## config.mk

```make
export PLATFORM = sky130hd
export DESIGN_NAME = trace_driver_rate_param_regs
export DESIGN_NICKNAME = d
export VERILOG_FILES = /design/src/td_param_store.v /design/src/trace_driver_rate_param_regs.v
export VERILOG_INCLUDE_DIRS = /design/src
export SDC_FILE = /design/constraint.sdc
export NUM_CORES = 1
export LEC_CHECK = 0
export ABC_AREA = 1
export BUFFER_PORTS_ARGS = -buffer_cell sky130_fd_sc_hd__buf_2
export CORE_MARGIN = 2
export CORE_UTILIZATION = 45
export DETAILED_ROUTE_END_ITERATION = 12
export PLACE_DENSITY_LB_ADDON = 0.3
export SLEW_MARGIN = 40
export SYNTH_ARGS = -nofsm -noshare
export SYNTH_HDL_FRONTEND = slang
export SYNTH_SLANG_ARGS = --single-unit
```

## constraint.sdc

```tcl
create_clock -name clock -period 3.7 [get_ports clock]
set_input_delay 0.37 -clock clock [delete_from_list [all_inputs] [get_ports clock]]
set_output_delay 0.37 -clock clock [all_outputs]
set_load 0.03 [all_outputs]
```

## src/td_rate_regs_defines.vh

```
// Constants for the trace driver per-rate parameter registers.
// Assumes 16-bit register words addressed by an 8-bit word address.
`ifndef TD_RATE_REGS_DEFINES_VH
`define TD_RATE_REGS_DEFINES_VH

// ----------------------------------------
// Register offsets
// ----------------------------------------
`define OFS_OUT0_FAST_RATE_PREEMPH_CTRL 8'h32
`define OFS_OUT0_FAST_RATE_SWING_CTRL   8'h33
`define OFS_RESERVED_WORD_A             8'h34
`define OFS_RESERVED_WORD_B             8'h35
`define OFS_RESERVED_WORD_C             8'h36
`define OFS_RESERVED_WORD_D             8'h37
`define OFS_OUT1_BYPASS_PREEMPH_CTRL    8'h38
`define OFS_FIRST                       8'h32
`define OFS_LAST                        8'h38

// ----------------------------------------
// Word slots inside the store
// ----------------------------------------
`define NUM_WORDS                       7
`define IDX_FAST_EMPH                   3'h0
`define IDX_FAST_SWING                  3'h1
`define IDX_RESERVED_A                  3'h2
`define IDX_RESERVED_B                  3'h3
`define IDX_RESERVED_C                  3'h4
`define IDX_RESERVED_D                  3'h5
`define IDX_BYPASS_EMPH                 3'h6

// ----------------------------------------
// Field positions
// ----------------------------------------
`define EMPH_WIDTH_MSB                  12
`define EMPH_WIDTH_LSB                  8
`define EMPH_OFF_BIT                    6
`define EMPH_LEVEL_MSB                  5
`define EMPH_LEVEL_LSB                  0
`define SWING_MSB                       13
`define SWING_LSB                       8

// ----------------------------------------
// Reset values (whole words with reserved bits included, then single fields)
// ----------------------------------------
`define RST_EMPH_WORD                   16'h0201
`define RST_SWING_WORD                  16'h1170
`define RST_WIDTH                       5'h02
`define RST_OFF                         1'h0
`define RST_LEVEL                       6'h01
`define RST_SWING                       6'h11

`endif

```

## src/td_param_store.v

```verilog
// Seven-word store for the per-rate trace driver parameters.
// Assumes the caller decodes addresses; read data are registered here.
`timescale 1ns/1ns
`include "td_rate_regs_defines.vh"

module td_param_store (
    input  wire        clock,
    input  wire        sys_rst,
    input  wire        wr_en,
    input  wire [2:0]  wr_idx,
    input  wire [15:0] wr_data,
    input  wire        rd_en,
    input  wire        rd_hit,
    input  wire [2:0]  rd_idx,
    output reg  [15:0] rd_data_q,
    output wire [15:0] fast_emph_word,
    output wire [15:0] fast_swing_word,
    output wire [15:0] bypass_emph_word
);

    wire [16*`NUM_WORDS-1:0] words;

    // ----------------------------------------
    // Word storage
    // ----------------------------------------
    genvar i;
    generate
        for (i = 0; i < `NUM_WORDS; i = i + 1) begin : g_word
            // Odd slots hold the swing pattern, even slots the emphasis pattern
            localparam [15:0] RST = (i % 2 == 1) ? `RST_SWING_WORD : `RST_EMPH_WORD;
            localparam [2:0]  SLOT = i;
            reg [15:0] word_q;
            always @(posedge clock) begin
                if (sys_rst) begin
                    word_q <= RST;
                end else if (wr_en && wr_idx == SLOT) begin
                    word_q <= wr_data;
                end
            end
            assign words[16*i +: 16] = word_q;
        end
    endgenerate

    // ----------------------------------------
    // Read port
    // ----------------------------------------
    always @(posedge clock) begin
        if (sys_rst) begin
            rd_data_q <= 16'h0000;
        end else if (rd_en) begin
            // Unmapped reads answer zero
            rd_data_q <= rd_hit ? words[16*rd_idx +: 16] : 16'h0000;
        end
    end

    assign fast_emph_word   = words[16*`IDX_FAST_EMPH +: 16];
    assign fast_swing_word  = words[16*`IDX_FAST_SWING +: 16];
    assign bypass_emph_word = words[16*`IDX_BYPASS_EMPH +: 16];

endmodule // td_param_store

```

## src/trace_driver_rate_param_regs.v

```verilog
// Per-rate trace driver parameter registers and driver setting steering.
// Assumes a serial control port decoder on the same clock issues word
// reads and writes; lock, rate and neighbouring settings come from core
// logic on this clock, so they are not resynchronised.
//
// What this block does
// - Output0 fast pulse width, bits 12:8, reset 2
// - Output0 fast power-down bit 6, reset 0
// - Output0 fast amplitude bits 5:0, reset 1
// - Output0 fast swing bits 13:8, reset 11h
// - Output1 bypass pulse width bits 12:8, reset 2
// - Output1 bypass power-down bit 6, reset 0
// - Output1 bypass amplitude bits 5:0, reset 1
// - Output1 unlocked with per-rate on uses bypass set
`timescale 1ns/1ns
`include "td_rate_regs_defines.vh"

module trace_driver_rate_param_regs (
    input  wire        clock,
    input  wire        sys_rst,
    input  wire        reg_wr,
    input  wire        reg_rd,
    input  wire [7:0]  reg_addr,
    input  wire [15:0] reg_wdata,
    output wire [15:0] reg_rdata,
    output reg         reg_rvalid_q,
    output reg         reg_rhit_q,
    input  wire        out0_per_rate_select,
    input  wire        out1_per_rate_select,
    input  wire        cdr_locked,
    input  wire        rate_is_fast,
    input  wire [15:0] out0_alt_emph_word,
    input  wire [15:0] out0_alt_swing_word,
    input  wire [15:0] out1_rate_emph_word,
    input  wire [15:0] out1_rate_swing_word,
    input  wire [5:0]  out1_bypass_swing,
    output reg  [4:0]  driver_output_a_width_q,
    output reg         driver_output_a_emph_off_q,
    output reg  [5:0]  driver_output_a_level_q,
    output reg  [5:0]  driver_output_a_swing_q,
    output reg  [4:0]  driver_output_b_width_q,
    output reg         driver_output_b_emph_off_q,
    output reg  [5:0]  driver_output_b_level_q,
    output reg  [5:0]  driver_output_b_swing_q
);

    // ----------------------------------------
    // Address decode
    // ----------------------------------------
    reg         addr_hit;
    reg  [2:0]  word_idx;
    wire [15:0] fast_emph_word;
    wire [15:0] fast_swing_word;
    wire [15:0] bypass_emph_word;

    // Explicit offsets, so a hole in the map never aliases a slot
    always @* begin
        addr_hit = 1'h1;
        word_idx = `IDX_FAST_EMPH;
        case (reg_addr)
            `OFS_OUT0_FAST_RATE_PREEMPH_CTRL: begin
                word_idx = `IDX_FAST_EMPH;
            end
            `OFS_OUT0_FAST_RATE_SWING_CTRL: begin
                word_idx = `IDX_FAST_SWING;
            end
            `OFS_RESERVED_WORD_A: begin
                word_idx = `IDX_RESERVED_A;
            end
            `OFS_RESERVED_WORD_B: begin
                word_idx = `IDX_RESERVED_B;
            end
            `OFS_RESERVED_WORD_C: begin
                word_idx = `IDX_RESERVED_C;
            end
            `OFS_RESERVED_WORD_D: begin
                word_idx = `IDX_RESERVED_D;
            end
            `OFS_OUT1_BYPASS_PREEMPH_CTRL: begin
                word_idx = `IDX_BYPASS_EMPH;
            end
            default: begin
                addr_hit = 1'h0;
                word_idx = `IDX_FAST_EMPH;
            end
        endcase
    end

    // Reserved words stay writable; leaving them alone is software's job
    td_param_store u_store (
        .clock            (clock),
        .sys_rst          (sys_rst),
        .wr_en            (reg_wr && addr_hit),
        .wr_idx           (word_idx),
        .wr_data          (reg_wdata),
        .rd_en            (reg_rd),
        .rd_hit           (addr_hit),
        .rd_idx           (word_idx),
        .rd_data_q        (reg_rdata),
        .fast_emph_word   (fast_emph_word),
        .fast_swing_word  (fast_swing_word),
        .bypass_emph_word (bypass_emph_word)
    );

    always @(posedge clock) begin
        if (sys_rst) begin
            reg_rvalid_q <= 1'b0;
            reg_rhit_q   <= 1'b0;
        end else begin
            reg_rvalid_q <= reg_rd;
            reg_rhit_q   <= reg_rd && addr_hit;
        end
    end

    // ----------------------------------------
    // Field extraction per parameter set
    // ----------------------------------------
    wire [4:0]  out0_fast_emph_pulse_width;
    wire        out0_fast_emph_power_off;
    wire [5:0]  out0_fast_emph_level;
    wire [5:0]  out0_fast_drive_swing;
    wire [4:0]  alt0_width;
    wire        alt0_off;
    wire [5:0]  alt0_level;
    wire [5:0]  alt0_swing;
    wire [4:0]  bypass1_width;
    wire        bypass1_off;
    wire [5:0]  bypass1_level;
    wire [4:0]  rate1_width;
    wire        rate1_off;
    wire [5:0]  rate1_level;
    wire [5:0]  rate1_swing;

    // Range limits are not enforced; out-of-range codes reach the driver
    assign out0_fast_emph_pulse_width = fast_emph_word[`EMPH_WIDTH_MSB:`EMPH_WIDTH_LSB];
    assign out0_fast_emph_power_off   = fast_emph_word[`EMPH_OFF_BIT];
    assign out0_fast_emph_level       = fast_emph_word[`EMPH_LEVEL_MSB:`EMPH_LEVEL_LSB];
    assign out0_fast_drive_swing      = fast_swing_word[`SWING_MSB:`SWING_LSB];
    assign alt0_width                 = out0_alt_emph_word[`EMPH_WIDTH_MSB:`EMPH_WIDTH_LSB];
    assign alt0_off                   = out0_alt_emph_word[`EMPH_OFF_BIT];
    assign alt0_level                 = out0_alt_emph_word[`EMPH_LEVEL_MSB:`EMPH_LEVEL_LSB];
    assign alt0_swing                 = out0_alt_swing_word[`SWING_MSB:`SWING_LSB];
    assign bypass1_width              = bypass_emph_word[`EMPH_WIDTH_MSB:`EMPH_WIDTH_LSB];
    assign bypass1_off                = bypass_emph_word[`EMPH_OFF_BIT];
    assign bypass1_level              = bypass_emph_word[`EMPH_LEVEL_MSB:`EMPH_LEVEL_LSB];
    assign rate1_width                = out1_rate_emph_word[`EMPH_WIDTH_MSB:`EMPH_WIDTH_LSB];
    assign rate1_off                  = out1_rate_emph_word[`EMPH_OFF_BIT];
    assign rate1_level                = out1_rate_emph_word[`EMPH_LEVEL_MSB:`EMPH_LEVEL_LSB];
    assign rate1_swing                = out1_rate_swing_word[`SWING_MSB:`SWING_LSB];

    // ----------------------------------------
    // Parameter set selection
    // ----------------------------------------
    wire        out0_fast_sel;
    wire        out1_bypass_sel;
    reg  [4:0]  a_width_d;
    reg         a_off_d;
    reg  [5:0]  a_level_d;
    reg  [5:0]  a_swing_d;
    reg  [4:0]  b_width_d;
    reg         b_off_d;
    reg  [5:0]  b_level_d;
    reg  [5:0]  b_swing_d;

    // Output0: fast set only when locked at the fast rate
    assign out0_fast_sel   = out0_per_rate_select && cdr_locked && rate_is_fast;
    // Output1: bypass set whenever unlocked with per-rate select on, whatever the rate
    assign out1_bypass_sel = out1_per_rate_select && !cdr_locked;

    always @* begin
        if (out0_fast_sel) begin
            a_width_d = out0_fast_emph_pulse_width;
            a_off_d   = out0_fast_emph_power_off;
            a_level_d = out0_fast_emph_level;
            a_swing_d = out0_fast_drive_swing;
        end else begin
            // Unlocked falls to the neighbouring bypass/other-rate set
            a_width_d = alt0_width;
            a_off_d   = alt0_off;
            a_level_d = alt0_level;
            a_swing_d = alt0_swing;
        end
        if (out1_bypass_sel) begin
            b_width_d = bypass1_width;
            b_off_d   = bypass1_off;
            b_level_d = bypass1_level;
            b_swing_d = out1_bypass_swing;
        end else begin
            b_width_d = rate1_width;
            b_off_d   = rate1_off;
            b_level_d = rate1_level;
            b_swing_d = rate1_swing;
        end
    end

    // ----------------------------------------
    // Driver setting outputs
    // ----------------------------------------
    // One cycle of latency keeps the analogue controls glitch free
    always @(posedge clock) begin
        if (sys_rst) begin
            driver_output_a_width_q    <= `RST_WIDTH;
            driver_output_a_emph_off_q <= `RST_OFF;
            driver_output_a_level_q    <= `RST_LEVEL;
            driver_output_a_swing_q    <= `RST_SWING;
        end else begin
            driver_output_a_width_q    <= a_width_d;
            driver_output_a_emph_off_q <= a_off_d;
            driver_output_a_level_q    <= a_level_d;
            driver_output_a_swing_q    <= a_swing_d;
        end
    end

    // One block per output keeps each driver's controls together
    always @(posedge clock) begin
        if (sys_rst) begin
            driver_output_b_width_q    <= `RST_WIDTH;
            driver_output_b_emph_off_q <= `RST_OFF;
            driver_output_b_level_q    <= `RST_LEVEL;
            driver_output_b_swing_q    <= `RST_SWING;
        end else begin
            driver_output_b_width_q    <= b_width_d;
            driver_output_b_emph_off_q <= b_off_d;
            driver_output_b_level_q    <= b_level_d;
            driver_output_b_swing_q    <= b_swing_d;
        end
    end

endmodule // trace_driver_rate_param_regs

```

==> results.sh <==
export IMPL_status="complete, no violations"
export IMPL_synth_area_leaders="dfxtp_1, nand2_1, o21ai_0"
export IMPL_synth_distinct_cells=24
export IMPL_setup_viol=0
export IMPL_grt_ovfl_total=0
export IMPL_tightest_slew_ns=0.675
export IMPL_synth_area_um2=7300
export IMPL_finalHoldViolCount=0
export IMPL_finalPower_w=0.00391
export IMPL_routed_via_count=7219
export IMPL_clockBufferDepth=2
export IMPL_core_region_area_um2=15900
export IMPL_dieArea_um2=17300
export IMPL_crit_arrival_ns=2.49
export IMPL_wirelength_um=21200
export IMPL_fp_dieH_um=131
export IMPL_fin_skew_ns=0.00855
export IMPL_cts_root_buf="clkbuf_16"
export IMPL_multiInputGateArea_um2=3260
export IMPL_place_area_um2=8080
export IMPL_seq_power_share_pct=46.7
export IMPL_intPower_w=0.00298
export IMPL_cts_sinks=166
export IMPL_start_util_pct=46.0
export IMPL_seq_area_um2=3320
export IMPL_critPathLaunchType="primary input"
export IMPL_period_minus_slack_ns=2.16
export IMPL_crit_type="primary input to flip-flop"
export IMPL_htreeDepth=4
export IMPL_synth_top_area_share_pct=45.5
export IMPL_fin_area_um2=8680
export IMPL_synth_simple_area_share_pct=29.4
export IMPL_drive_gt1_share_pct=16.0
export IMPL_fin_setup_tns_ns=0
export IMPL_cap_violations=0
export IMPL_met2_usage_pct=40.3
export IMPL_yosysSeqAreaShare_pct=45.5
export IMPL_slowest_delay_ns=0.40
export IMPL_globalRouteMet3Util_pct=4.63
export IMPL_grt_pass1_vias=6566
export IMPL_cts_tree="done"
export IMPL_area_growth_pct=18.8
export IMPL_cts_buffers=17
export IMPL_worst_hold_slack_ns=0.142
export IMPL_relSlewSlack_pct=55.0
export IMPL_synth_nets=1187
export IMPL_first_iter_violations=595
export IMPL_path_clk_slew_ns=0.06
export IMPL_path_buf_inv=4
export IMPL_slowest_stage="nor2_4"
export IMPL_drt_antenna_violating_nets=0
export IMPL_io_buffers=127
export IMPL_layout_setup_ws_ns=1.54
export IMPL_grt_use_total_pct=24.6
export IMPL_grt_pass1_wl_um=34000
export IMPL_pre_cts_slack_ns=1.12
export IMPL_synth_mux_area_share_pct=0
export IMPL_leakage_nw=4.08
export IMPL_rows=46
export IMPL_grt_start_max_net_pins=94
export IMPL_synth_compound_area_share_pct=15.2
export IMPL_crit_family="simple AND/OR/NAND/NOR gates"
export IMPL_cp_max_fo=19
export IMPL_final_period_utilization_pct=58.4
export IMPL_drt_pass1_iterations=7
export IMPL_p_per_area_nw_per_um2=450
export IMPL_synth_xor_area_share_pct=0
export IMPL_ctsHoldBuffers=0
export IMPL_n_fill_cell=1621
export IMPL_io_pin_count=156
export IMPL_synthAdderAreaFrac_pct=0
export IMPL_clkPwrFrac_pct=45.7
export IMPL_num_antenna_cells=0
export IMPL_hold_class="primary input to flip-flop"
export IMPL_grt_setup_unrepaired="false"
export IMPL_grt_busiest_layer="met2"
export IMPL_ys_warn_count=0
export IMPL_vdd_drop_max_mv=0.339
export IMPL_critical_path_cell_chain="buf_2 -> inv_2 -> nand2_1 -> nor2_1 -> nand2_1 -> nand2_1 -> nor2_1 -> inv_1 -> nor2_4 -> inv_2 -> nor2_1 -> nor2_1"
export IMPL_drc_errors=0
export IMPL_num_nets_final=1285
export IMPL_sw_frac_of_total_pct=23.6
export IMPL_p_sw_w=0.000924
export IMPL_ys_ff_latch=166
export IMPL_cts_repair_resized=0
export IMPL_use_met1_pct=32.2
export IMPL_endpoint_kind="flip-flop"
export IMPL_gp_congestion=0.844
export IMPL_required_ns=4.03
export IMPL_p_comb_share_pct=7.6
export IMPL_post_cts_setup_buffers=0
export IMPL_synth_area_per_cell_um2=6.73
export IMPL_via_per_inst=5.11
export IMPL_antenna_found_initial=0
export IMPL_wire_per_inst_um=15.0
export IMPL_synth_top_family_by_area="simple AND/OR/NAND/NOR gates"
export IMPL_final_max_slew_violation_count=0
export IMPL_clkLatencyLatePin_ns=0.43
export IMPL_crit_top_cell="nor2_1"
export IMPL_synth_largest_area_cell="dfxtp_1"
export IMPL_chipWidth_um=131
export IMPL_synthCells=1085
export IMPL_fmax_mhz=463
export IMPL_dp_hpwl_um=14100
## cells by family (layout without fill, tap and decap cells)
family,count (synthesis),in the layout
AND/OR/NAND/NOR,517,517
flip-flops,166,166
buffers and inverters,183,294
AO/OA/AOI/OAI,219,219
## path summary, 6_finish.rpt
| kind | from | endpoint | slack (ns) | cells past startpoint |
|---|---|---|---|---|
| worst min-delay path | out1_rate_swing_word[8] | driver_output_b_swing_q[0] | 0.14 | 3 |
| worst max-delay path | reg_addr[0] | u_store.fast_emph_word[12] | 1.54 | 12 |
| worst max register to register | u_store.fast_swing_word[13] | u_store.rd_data_q[13] | 2.54 | 8 |
| worst min register to register | u_store.g_word[5].word_q[15] | u_store.g_word[5].word_q[15] | 0.45 | 2 |
## cells in the mapped netlist
cell,instances
nor2_2,3
inv_1,108
nor3_2,1
nand3_2,1
nor4_1,1
nand3_1,75
a21oi_1,75
nand4_1,15
nor3_1,12
o21ai_2,1
o21ai_1,1
dfxtp_1,166
clkbuf_1,44
clkinv_1,4
buf_2,16
nand3_4,1
inv_2,5
buf_4,5
o21ai_0,138
nand2_1,244
nor2_1,161
buf_1,1
o211ai_1,4
nor2_4,3
## area by class of cell
cell class | count | share of cell area, %
well taps | 216 | 3.11
clock inverters | 8 | 1.10
repair buffers | 145 | 9.17
multi-input cells | 736 | 37.5
inverters | 117 | 5.06
clock buffers | 24 | 5.78
flip-flops and latches | 166 | 38.3
## state kept, by name (all words and copies together) (netlist names)
| name | count |
|---|---|
| driver_output_a_emph_off_q | 1 |
| reg_rhit_q | 1 |
| u_store.fast_swing_word | 16 |
| u_store.fast_emph_word | 16 |
| driver_output_a_swing_q | 6 |
| driver_output_b_emph_off_q | 1 |
| u_store.rd_data_q | 16 |
| u_store.bypass_emph_word | 16 |
| driver_output_b_swing_q | 6 |
| u_store.g_word.word_q | 64 |
| reg_rvalid_q | 1 |
| driver_output_b_width_q | 5 |
| driver_output_b_level_q | 6 |
| driver_output_a_width_q | 5 |
| driver_output_a_level_q | 6 |
## per-stage QoR
stage                     cells  utilization [%]
after global routing       1412             54.6
after floorplan            1085                -
final                      1412             54.6
after global placement     1380             50.9
after CTS                  1412             54.6
after detailed placement   1380             50.9
## worst min-delay path: stages
cell     delay [ns]
buf_2          0.08
nand2_1        0.04
nand3_1        0.05
## metal layers
layer | vias to the layer above | routed length [µm]
met3 | 37 | 1280
li1 | 3649 | -
met4 | 0 | 489
met1 | 3292 | 9570
met5 | - | 0
met2 | 241 | 9820
## power groups by stage
stage	Sequential, W	Clock [W]	Combinational, W
after global placement	0.00186	0	0.000295
after floorplan	0.00192	0	0.000114
after global routing	0.00183	0.00188	0.000326
after detailed placement	0.00186	0	0.000297
final	0.00182	0.00178	0.000299
after CTS	0.00183	0.00180	0.000298
## cell usage in the layout (no fill, tap or decap)
master,netlist,routed
nand2_1,244,244
dfxtp_1,166,166
nor2_1,161,161
o21ai_0,138,138
buf_2,16,127
inv_1,108,108
nand3_1,75,75
a21oi_1,75,75
clkbuf_16,0,17
buf_4,5,16
nand4_1,15,15
nor3_1,12,12
inv_2,5,6
clkbuf_8,0,5
o211ai_1,4,4
clkinv_2,0,4
nor2_2,3,3
nor2_4,3,3
clkinv_1,4,3
clkinvlp_4,0,2
clkbuf_1,44,2
bufinv_16,0,2
buf_12,0,2
o21ai_1,1,1
o21ai_2,1,1
nand3_4,1,1
nand3_2,1,1
nor3_2,1,1
nor4_1,1,1
(Power assumes the default switching activity.)
